## src/core/serial_clk_pkg.sv

```systemverilog
//
// Purpose: constants and types shared by the serial clock routing block
// Assumes: block clock is 10 MHz and also serves as the rate oscillator
// Notes:   preload counts are rounded down, so the rates run slightly fast
//
package serial_clk_pkg;

  // ************************************************************
  // timing
  // ************************************************************
  localparam int CLK_HZ = 10_000_000;
  localparam int TOP_A_HZ = 307_200;
  localparam int TOP_B_HZ = 460_800;
  // the counter half-period gives the top rate of each family
  localparam int PRELOAD_A = CLK_HZ / (2 * TOP_A_HZ);
  localparam int PRELOAD_B = CLK_HZ / (2 * TOP_B_HZ);
  localparam int NUM_TAPS = 7;
  localparam int CNT_W = 8;
  localparam logic [2:0] SYNC_MIN_TAP = 3'h3;
  // faster family: sync only from one tap further down
  localparam logic [2:0] SYNC_MIN_TAP_B = 3'h4;
  localparam logic [2:0] LAST_TAP = 3'h6;

  // ************************************************************
  // register port
  // ************************************************************
  localparam int ADDR_W = 4;
  localparam int DATA_W = 16;
  localparam logic [3:0] CFG_ADDR = 4'h0;
  localparam logic [3:0] STAT_ADDR = 4'h4;

  localparam int CFG_PRELOAD = 0;
  localparam int CFG_RATE_LSB = 1;
  localparam int CFG_TX_EXT = 4;
  localparam int CFG_RX_EXT = 5;
  localparam int CFG_LINE_CLK = 6;
  localparam int CFG_CTS_LSB = 7;
  localparam int CFG_RTS_OUT = 9;
  localparam int CFG_RXC_DRIVE = 10;
  localparam int CFG_IRQ_RX = 11;
  localparam int CFG_IRQ_TX_LSB = 12;
  // family A, 19.2 kHz tap, generator clocks, RTS to off-board CTS
  localparam logic [15:0] CFG_RESET = 16'h0208;

  localparam int STAT_SYNC_OK = 0;
  localparam int STAT_GEN = 1;
  localparam int STAT_EXT_SEEN = 2;
  localparam int STAT_RATE_LSB = 4;

  typedef enum logic [1:0] {CTS_OFFBOARD, CTS_LOOP, CTS_GROUND} cts_src_t;
  typedef enum logic [1:0] {IRQ_TX_NONE, IRQ_TX_READY, IRQ_TX_EMPTY} irq_tx_t;

endpackage

```

## src/core/rate_divider.sv

```systemverilog
//
// Purpose: preloaded rate counter with a chain of divide-by-two taps
// Assumes: preload values are at least 1 and stable while running
// Notes:   taps[0] is the family's top rate, each further tap halves it
//
`timescale 1ns/10ps
module rate_divider
  import serial_clk_pkg::*;
#(
  parameter int TAPS = NUM_TAPS,
  parameter int W = CNT_W
) (
  // clock and reset
  input wire logic clk,
  input wire logic rst_b,
  input wire logic ce,
  // family selection
  input wire logic familyB,
  input wire logic [W-1:0] preloadA,
  input wire logic [W-1:0] preloadB,
  // divided outputs
  output logic [TAPS-1:0] taps
);

  logic [W-1:0] cnt_ff;
  logic [TAPS-1:0] div_ff;
  logic [W-1:0] nxt_load;

  assign nxt_load = familyB ? preloadB : preloadA;
  assign taps = div_ff;

  // ************************************************************
  // preload counter
  // ************************************************************
  // reload at terminal count
  always_ff @(posedge clk or negedge rst_b) begin
    if (!rst_b) begin
      cnt_ff <= '0;
    end else if (ce) begin
      if (cnt_ff <= W'(1)) begin
        cnt_ff <= nxt_load;
      end else begin
        cnt_ff <= cnt_ff - W'(1);
      end
    end
  end

  always_ff @(posedge clk or negedge rst_b) begin
    if (!rst_b) begin
      div_ff <= '0;
    end else if (ce && cnt_ff <= W'(1)) begin
      div_ff <= div_ff + TAPS'(1);
    end
  end

  // ************************************************************
  // checks
  // ************************************************************
  a_family_reload: assert property (
    @(posedge clk) disable iff (!rst_b)
    ce && cnt_ff <= W'(1) |=> cnt_ff == $past(nxt_load))
    else $error("counter did not reload the selected family preload");

endmodule

```

## src/core/serial_baud_clock_routing.sv

```systemverilog
//
// Purpose: bit-clock generator plus clock and handshake routing for the
//          serial controller and its line connector
// Assumes: controller status and RTS are on clk; connector lines are not
// Notes:   connector clocks are oversampled, so their edges jitter by
//          one clk period and they must stay well below clk/4
//
// The address map and the strobed register port were decided locally.
`timescale 1ns/10ps
module serial_baud_clock_routing
  import serial_clk_pkg::*;
#(
  parameter int TAPS = NUM_TAPS,
  parameter logic [CNT_W-1:0] PRELOAD_FAM_A = CNT_W'(PRELOAD_A),
  parameter logic [CNT_W-1:0] PRELOAD_FAM_B = CNT_W'(PRELOAD_B)
) (
  // clock and reset
  input wire logic clk,
  input wire logic rst_b,
  input wire logic ce,
  // register port
  input wire logic [ADDR_W-1:0] addr,
  input wire logic [DATA_W-1:0] wdata,
  input wire logic we,
  input wire logic re,
  output logic [DATA_W-1:0] rdata,
  // serial controller side
  input wire logic ctrlRts_b,
  input wire logic receiver_has_char,
  input wire logic transmitter_can_accept,
  input wire logic transmitter_drained,
  output logic ctrlTxClk,
  output logic ctrlRxClk,
  output logic ctrlDsr_b,
  output logic ctrlCts_b,
  output logic serial_irq_n,
  // connector side
  input wire logic sharedLine,
  input wire logic terminal_tx_clock,
  input wire logic offboardRts_b,
  output logic offboardCts_b,
  output logic offboardCtsOe_b,
  output logic rxClkPin,
  output logic rxClkPinOe_b,
  // status
  output logic syncAllowed
);

  localparam int NPIN = 3;
  localparam int PIN_LINE = 0;
  localparam int PIN_TERM = 1;
  localparam int PIN_RTS = 2;

  logic [DATA_W-1:0] cfg_ff;
  logic [DATA_W-1:0] rdata_ff;
  logic [NPIN-1:0] pinAsync;
  logic [NPIN-1:0] syncMeta_ff;
  logic [NPIN-1:0] syncPin_ff;
  logic [TAPS-1:0] taps;
  logic genClk_ff;
  logic syncOk_ff;
  logic extPrev_ff;
  logic extSeen_ff;
  logic txClk_ff;
  logic rxClk_ff;
  logic dsr_b_ff;
  logic cts_b_ff;
  logic ctsOut_b_ff;
  logic ctsOe_b_ff;
  logic rxPin_ff;
  logic rxPinOe_b_ff;
  logic irqN_ff;

  logic cfgFamB;
  logic [2:0] cfgRate;
  logic cfgTxExt;
  logic cfgRxExt;
  logic cfgLineClk;
  cts_src_t cfgCts;
  logic cfgRtsOut;
  logic cfgRxDrive;
  logic cfgIrqRx;
  irq_tx_t cfgIrqTx;
  logic txExtEff;
  logic nxt_txClk;
  logic nxt_rxClk;
  logic nxt_cts_b;
  logic nxt_irqActive;
  logic extSel;
  logic extEdge;
  logic cfgWr;
  logic statWr;
  logic [2:0] wrRate;
  logic [1:0] wrIrqTx;
  logic [DATA_W-1:0] nxt_cfg;
  logic [DATA_W-1:0] nxt_rdata;

  // ************************************************************
  // configuration fields
  // ************************************************************
  assign cfgFamB = cfg_ff[CFG_PRELOAD];
  assign cfgRate = cfg_ff[CFG_RATE_LSB +: 3];
  assign cfgTxExt = cfg_ff[CFG_TX_EXT];
  assign cfgRxExt = cfg_ff[CFG_RX_EXT];
  assign cfgLineClk = cfg_ff[CFG_LINE_CLK];
  assign cfgCts = cts_src_t'(cfg_ff[CFG_CTS_LSB +: 2]);
  assign cfgRtsOut = cfg_ff[CFG_RTS_OUT];
  assign cfgRxDrive = cfg_ff[CFG_RXC_DRIVE];
  assign cfgIrqRx = cfg_ff[CFG_IRQ_RX];
  assign cfgIrqTx = irq_tx_t'(cfg_ff[CFG_IRQ_TX_LSB +: 2]);

  assign cfgWr = we && addr == CFG_ADDR;
  assign statWr = we && addr == STAT_ADDR;
  assign wrRate = wdata[CFG_RATE_LSB +: 3];
  assign wrIrqTx = wdata[CFG_IRQ_TX_LSB +: 2];

  // ************************************************************
  // register port
  // ************************************************************
  // out-of-range rate and two transmit irq sources are refused fieldwise
  always_comb begin
    nxt_cfg = wdata;
    if (wrRate > LAST_TAP) begin
      nxt_cfg[CFG_RATE_LSB +: 3] = cfgRate;
    end
    if (wrIrqTx == 2'h3) begin
      nxt_cfg[CFG_IRQ_TX_LSB +: 2] = cfg_ff[CFG_IRQ_TX_LSB +: 2];
    end
  end

  // software is expected to change this only while idle
  always_ff @(posedge clk or negedge rst_b) begin
    if (!rst_b) begin
      cfg_ff <= CFG_RESET;
    end else if (ce && cfgWr) begin
      cfg_ff <= nxt_cfg;
    end
  end

  always_comb begin
    nxt_rdata = '0;
    if (addr == CFG_ADDR) begin
      nxt_rdata = cfg_ff;
    end else if (addr == STAT_ADDR) begin
      nxt_rdata[STAT_SYNC_OK] = syncOk_ff;
      nxt_rdata[STAT_GEN] = genClk_ff;
      nxt_rdata[STAT_EXT_SEEN] = extSeen_ff;
      nxt_rdata[STAT_RATE_LSB +: 3] = cfgRate;
    end
  end

  // read data stands for exactly one cycle after the strobe
  always_ff @(posedge clk or negedge rst_b) begin
    if (!rst_b) begin
      rdata_ff <= '0;
    end else if (ce) begin
      rdata_ff <= re ? nxt_rdata : '0;
    end
  end

  // ************************************************************
  // connector input synchronisers
  // ************************************************************
  assign pinAsync[PIN_LINE] = sharedLine;
  assign pinAsync[PIN_TERM] = terminal_tx_clock;
  assign pinAsync[PIN_RTS] = offboardRts_b;

  for (genvar i = 0; i < NPIN; i++) begin : g_sync
    always_ff @(posedge clk or negedge rst_b) begin
      if (!rst_b) begin
        syncMeta_ff[i] <= 1'b1;
        syncPin_ff[i] <= 1'b1;
      end else if (ce) begin
        syncMeta_ff[i] <= pinAsync[i];
        syncPin_ff[i] <= syncMeta_ff[i];
      end
    end
  end

  // ************************************************************
  // rate generator
  // ************************************************************
  // family preload
  rate_divider #(
    .TAPS(TAPS),
    .W(CNT_W)
  ) u_div (
    .clk(clk),
    .rst_b(rst_b),
    .ce(ce),
    .familyB(cfgFamB),
    .preloadA(PRELOAD_FAM_A),
    .preloadB(PRELOAD_FAM_B),
    .taps(taps)
  );

  // this is the controller's bit clock
  always_ff @(posedge clk or negedge rst_b) begin
    if (!rst_b) begin
      genClk_ff <= 1'b0;
    end else if (ce) begin
      genClk_ff <= taps[cfgRate];
    end
  end

  // sync only at the slower taps
  always_ff @(posedge clk or negedge rst_b) begin
    if (!rst_b) begin
      syncOk_ff <= 1'b0;
    end else if (ce) begin
      syncOk_ff <= cfgRate >= (cfgFamB ? SYNC_MIN_TAP_B : SYNC_MIN_TAP);
    end
  end

  // ************************************************************
  // clock routing
  // ************************************************************
  // line carries a clock only in clock use
  assign txExtEff = cfgTxExt && cfgLineClk;
  assign nxt_txClk = txExtEff ? syncPin_ff[PIN_LINE] : genClk_ff;
  assign nxt_rxClk = cfgRxExt ? syncPin_ff[PIN_TERM] : genClk_ff;

  always_ff @(posedge clk or negedge rst_b) begin
    if (!rst_b) begin
      txClk_ff <= 1'b0;
      rxClk_ff <= 1'b0;
    end else if (ce) begin
      txClk_ff <= nxt_txClk;
      rxClk_ff <= nxt_rxClk;
    end
  end

  // receive clock out to the connector
  always_ff @(posedge clk or negedge rst_b) begin
    if (!rst_b) begin
      rxPin_ff <= 1'b0;
      rxPinOe_b_ff <= 1'b1;
    end else if (ce) begin
      rxPin_ff <= nxt_rxClk;
      rxPinOe_b_ff <= !cfgRxDrive;
    end
  end

  // external clock activity, sticky; set wins over a clear
  assign extSel = txExtEff ? syncPin_ff[PIN_LINE] : syncPin_ff[PIN_TERM];
  assign extEdge = extSel != extPrev_ff && (txExtEff || cfgRxExt);

  always_ff @(posedge clk or negedge rst_b) begin
    if (!rst_b) begin
      extPrev_ff <= 1'b1;
      extSeen_ff <= 1'b0;
    end else if (ce) begin
      extPrev_ff <= extSel;
      if (extEdge) begin
        extSeen_ff <= 1'b1;
      end else if (statWr && wdata[STAT_EXT_SEEN]) begin
        extSeen_ff <= 1'b0;
      end
    end
  end

  // ************************************************************
  // handshake routing
  // ************************************************************
  always_comb begin
    unique case (cfgCts)
      CTS_OFFBOARD: nxt_cts_b = syncPin_ff[PIN_RTS];
      CTS_LOOP: nxt_cts_b = ctrlRts_b;
      CTS_GROUND: nxt_cts_b = 1'b0;
      default: nxt_cts_b = 1'b1;
    endcase
  end

  // DSR held inactive while the line is a clock
  // CTS source and RTS to off-board CTS
  always_ff @(posedge clk or negedge rst_b) begin
    if (!rst_b) begin
      dsr_b_ff <= 1'b1;
      cts_b_ff <= 1'b1;
      ctsOut_b_ff <= 1'b1;
      ctsOe_b_ff <= 1'b1;
    end else if (ce) begin
      dsr_b_ff <= cfgLineClk ? 1'b1 : syncPin_ff[PIN_LINE];
      cts_b_ff <= nxt_cts_b;
      ctsOut_b_ff <= ctrlRts_b;
      ctsOe_b_ff <= !cfgRtsOut;
    end
  end

  // ************************************************************
  // interrupt source
  // ************************************************************
  // receive plus one transmit source
  always_comb begin
    nxt_irqActive = cfgIrqRx && receiver_has_char;
    unique case (cfgIrqTx)
      IRQ_TX_NONE: nxt_irqActive = nxt_irqActive;
      IRQ_TX_READY: nxt_irqActive = nxt_irqActive || transmitter_can_accept;
      IRQ_TX_EMPTY: nxt_irqActive = nxt_irqActive || transmitter_drained;
      default: nxt_irqActive = nxt_irqActive;
    endcase
  end

  always_ff @(posedge clk or negedge rst_b) begin
    if (!rst_b) begin
      irqN_ff <= 1'b1;
    end else if (ce) begin
      irqN_ff <= !nxt_irqActive;
    end
  end

  // ************************************************************
  // outputs
  // ************************************************************
  assign rdata = rdata_ff;
  assign ctrlTxClk = txClk_ff;
  assign ctrlRxClk = rxClk_ff;
  assign ctrlDsr_b = dsr_b_ff;
  assign ctrlCts_b = cts_b_ff;
  assign serial_irq_n = irqN_ff;
  assign offboardCts_b = ctsOut_b_ff;
  assign offboardCtsOe_b = ctsOe_b_ff;
  assign rxClkPin = rxPin_ff;
  assign rxClkPinOe_b = rxPinOe_b_ff;
  assign syncAllowed = syncOk_ff;

  // ************************************************************
  // checks
  // ************************************************************
  a_gen_tap_select: assert property (
    @(posedge clk) disable iff (!rst_b)
    ce ##1 ce |-> txClk_ff == $past(genClk_ff) || txExtEff || $past(txExtEff))
    else $error("transmit clock does not follow the generator tap");

  a_sync_rate_limit: assert property (
    @(posedge clk) disable iff (!rst_b)
    ce && cfgRate < (cfgFamB ? SYNC_MIN_TAP_B : SYNC_MIN_TAP) |=> !syncAllowed)
    else $error("sync allowed at a fast tap");

  a_tx_clock_source: assert property (
    @(posedge clk) disable iff (!rst_b)
    ce && txExtEff |=> ctrlTxClk == $past(syncPin_ff[PIN_LINE]))
    else $error("transmit clock not taken from the connector line");

  a_rx_clock_source: assert property (
    @(posedge clk) disable iff (!rst_b)
    ce |=> ctrlRxClk == ($past(cfgRxExt) ? $past(syncPin_ff[PIN_TERM]) : $past(genClk_ff)))
    else $error("receive clock from the wrong source");

  a_line_exclusive: assert property (
    @(posedge clk) disable iff (!rst_b)
    ce && cfgLineClk |=> ctrlDsr_b)
    else $error("DSR asserted while the shared line is a clock");

  a_cts_ground: assert property (
    @(posedge clk) disable iff (!rst_b)
    ce && cfgCts == CTS_GROUND ##1 ce && cfgCts == CTS_GROUND |-> !ctrlCts_b)
    else $error("grounded CTS not asserted");

  a_rxclk_pin_drive: assert property (
    @(posedge clk) disable iff (!rst_b)
    !rxClkPinOe_b |-> rxClkPin == ctrlRxClk)
    else $error("driven receive clock differs from controller clock");

  a_irq_tx_source: assert property (
    @(posedge clk) disable iff (!rst_b)
    ce && !cfgIrqRx && cfgIrqTx == IRQ_TX_EMPTY
    |=> serial_irq_n == !$past(transmitter_drained))
    else $error("interrupt does not follow transmitter drained");

  a_reset_defaults: assert property (
    @(posedge clk) $rose(rst_b) |-> cfg_ff == CFG_RESET && !cfgFamB)
    else $error("configuration not at defaults after reset");

  a_read_one_cycle: assert property (
    @(posedge clk) disable iff (!rst_b)
    ce && !re |=> rdata == '0)
    else $error("read data present without a read strobe");

endmodule

```

## config.mk

```make
export PLATFORM = sky130hd
export DESIGN_NAME = serial_baud_clock_routing
export DESIGN_NICKNAME = d
export VERILOG_FILES = /design/src/core/serial_clk_pkg.sv /design/src/core/rate_divider.sv /design/src/core/serial_baud_clock_routing.sv
export SDC_FILE = /design/constraint.sdc
export NUM_CORES = 1
export LEC_CHECK = 0
export ABC_AREA = 1
export ABC_CLOCK_PERIOD_IN_PS = 3800
export BUFFER_PORTS_ARGS = -buffer_cell sky130_fd_sc_hd__buf_2
export CAP_MARGIN = 5
export CORE_UTILIZATION = 45
export CTS_BUF_LIST = sky130_fd_sc_hd__clkbuf_16
export DETAILED_ROUTE_END_ITERATION = 6
export GPL_TIMING_DRIVEN = 1
export HOLD_SLACK_MARGIN = 0.15
export PLACE_DENSITY = 0.78
export SLEW_MARGIN = 20
export SYNTH_ARGS = -nofsm -noshare
export SYNTH_HDL_FRONTEND = slang
export SYNTH_SLANG_ARGS = --single-unit
```

## constraint.sdc

```tcl
create_clock -name clk -period 3.8 [get_ports clk]
set_clock_uncertainty 0.15 [all_clocks]
set_input_delay 0.19 -clock clk [delete_from_list [all_inputs] [get_ports clk]]
set_output_delay 0.19 -clock clk [all_outputs]
set_load 0.01 [all_outputs]
```

==> impl_metrics.tcl <==
set metrics [dict create \
    post_cts_buffers 0 \
    finalWirelength_um 7600 \
    synth-compound-area-share_pct 8.73 \
    period_minus_slack_ns 2.24 \
    hold_violations 0 \
    yosys.area_share.xor_xnor_pct 0.841 \
    top_usage_layer "met2" \
    antenna_found_initial 0 \
    first_pass_iters 4 \
    setup_viol 0 \
    rrSetupSlack_ns 2.01 \
    numClockSinks 65 \
    hold_slack_ns 0.154 \
    syn_to_final_growth_pct 31.6 \
    n_antenna_cell 0 \
    cts_root_buf "clkbuf_16" \
    grt_max_degree 44 \
    critPathLaunch "addr[2]" \
    worstMarginPinSlew_ns 0.955 \
    fmax_mhz 447 \
    viasPerCell 5.03 \
    ys_seq_area_share_pct 52.7 \
    overflow 0 \
    r2r_cells 5 \
    synthCells 374 \
    timing.slew.headroom_pct 36.3 \
    dp.final_hpwl_um 4900 \
    grtUsageTotal_pct 23.2 \
    synth_top_area_cell "dfrtp_1" \
    max_cap_violations 0 \
    worstSetupStartpointType "input pin" \
    required_ns 3.86 \
    p_per_area_nw_per_um2 556 \
    p_leak_nw 2.10 \
    synth_nets 413 \
    ir_drop_v 0.000290 \
    wl_per_cell_um 13.8 \
    muxShareOfSynthArea_pct 0 \
    criticalPathCategory "in2reg" \
    hold_path.class "in2reg" \
    cts_htree_levels 3 \
    synth_cell_types 31 \
    gr-usage-met2_pct 39.9 \
    drive_gt1_share_pct 21.8 \
    r2r_start "cfg_ff[12]" \
    total_power_mw 2.28 \
    drcViolationCount 0 \
    drt-initial-drc-count 222 \
    critPathMaxFanout 19 \
    yosysTopAreaCellShare_pct 40.1 \
    synth-simple-area-share_pct 27.9 \
    synth.area.top_cells "dfrtp_1, nand2_1, dfstp_2, nand3_1, inv_1" \
    cts_tree "yes" \
    yosys_warnings 0 \
    die-area_um2 7280 \
    final_nets 507 \
    die_h_um 85.3 \
    num_vias 2765 \
    core_area_um2 6530 \
    die_width_um 85.3 \
    synth-edff-count 0 \
    synth.ff_latch_count 65 \
    grt_pass1_vias 2875 \
    gp_congestion 0.808 \
    r2r-end "serial_irq_n" \
    synthAdderAreaFrac_pct 2.80 \
    ctsResizeCount 0 \
    antenna_left 0 \
    finalCoreUtilization_pct 62.9 \
    status "finished, final reports clean" \
    clk_latency_ns 0.33 \
    arrival_ns 2.30 \
    end_kind "register" \
    std_cell_rows 29 \
    syn-cell-area_um2 3120 \
    clk_path_buf_depth 2 \
    dp.cells 498 \
    boundaryPins 58 \
    grtUsageMet1_pct 28.0 \
    synth_top_family_by_area "simple AND/OR/NAND/NOR gates" \
    nFillCells 538 \
    rsz0062_at_grt "no" \
    use_met3_pct 3.89 \
    final_cells 550 \
    drv_slew 0 \
    start_util_pct 47.8 \
    setup_tns_ns 0 \
    synth_flop_cell "dfrtp_1" \
    min_period_over_period_pct 58.8 \
    numCtsBuffers 9 \
    avgSynthCellArea_um2 8.35 \
    portBuffers 57 \
    grt_pass1_wl_um 12900 \
    asyncSetResetFlopFracSynth_pct 100 \
    endpoint "cfg_ff[12]" \
    clkTransAtPathRegs_ns 0.05 \
]
## area by class of cell
cell class,instances,area (µm²),area share [%]
flip-flops and latches,65,1650,40.0
repair buffers,94,653,15.9
well taps,77,96.3,2.34
clock inverters,7,85.1,2.07
inverters,38,148,3.59
multi-input cells,260,1260,30.6
clock buffers,9,225,5.48
## worst max-delay path, stage by stage
cell	delay [ns]
dlygate4sd3_1	0.53
buf_2	0.13
nor2_1	0.12
nand2_2	0.12
nor2_8	0.26
inv_2	0.19
nor2_1	0.14
a21oi_1	0.05
dlygate4sd3_1	0.55
## stage by stage
step           instance area, µm²  worst slack, ns
4_1_cts                      4110             1.60
2_1_floorplan                3120             2.30
6_report                     4110             1.56
3_5_place_dp                 3440             1.80
5_1_grt                      4110             1.47
3_3_place_gp                 3440             1.87
## sequential cells by signal, indices dropped and copies added, names as in the netlist
signal / flops
offboardCtsOe_b: 1
genClk_ff: 1
ctrlCts_b: 1
syncPin_ff: 3
u_div.taps: 7
syncMeta_ff: 3
cfg_ff: 16
rxClkPinOe_b: 1
ctrlTxClk: 1
extSeen_ff: 1
serial_irq_n: 1
offboardCts_b: 1
extPrev_ff: 1
syncAllowed: 1
rxClkPin: 1
ctrlDsr_b: 1
rdata: 16
u_div.cnt_ff: 8
## layer usage
layer / vias to the layer above / part of all wire [%]
met5: - / 0
met4: 0 / 2.5
met3: 17 / 4.3
met2: 63 / 51
met1: 1303 / 42
li1: 1382 / -
## cells in the final DEF (no fill, tap or decap), types with 5 or more instances in the layout
master           n
nand2_1        135
buf_2           57
dfrtp_1         50
dlygate4sd3_1   36
inv_1           33
nand3_1         27
nor2_1          22
o21ai_0         22
dfstp_2         15
a21oi_1         12
clkbuf_16        9
ha_1             7
o21ai_1          6
nor2_2           5
## report_power, final
group          internal [mW]  total, mW  switching [mW]
clock network          0.566      0.858           0.292
registers              0.831      0.938           0.107
logic                  0.200      0.487           0.286
## synthesized netlist by cell type (2+ instances only)
master    count
clkbuf_1      2
o21ai_1       6
inv_1        33
buf_4         3
o21ai_0      22
dfstp_2      15
nand4_1       2
buf_6         2
a22o_1        4
inv_2         4
buf_2         4
ha_1          7
a21oi_1      12
nor2_2        5
nor3_1        2
nor2_1       22
xor2_1        2
nand3b_1      2
o31ai_1       2
dfrtp_1      50
o211ai_1      2
nand2_1     135
nor2_4        2
nand3_1      27
## logic make-up after synthesis
group,after synthesis
AOI/OAI and AO/OA,49
xor gates and xnor gates,3
adders and majority gates,7
buffers and inverters,49
DFF,65
and+or+nand+nor,201
## how the worst min path moves through the flow
| stage | startpoint | depth (start not counted) | to |
|---|---|---|---|
| 2_1_floorplan | rst_b | 0 | cfg_ff[0] |
| 3_3_place_gp | wdata[14] | 3 | cfg_ff[14] |
| 3_5_place_dp | wdata[11] | 3 | cfg_ff[11] |
| 4_1_cts | ce | 3 | syncMeta_ff[1] |
| 5_1_grt | ce | 3 | syncMeta_ff[0] |
| 6_report | ce | 3 | syncMeta_ff[1] |
## timing repair
action,CTS,global route
hold buffers,36,0
setup endpoints to repair,0,0
hold endpoints to repair,57,0
Note: power is estimated with default switching activity, not from simulation.
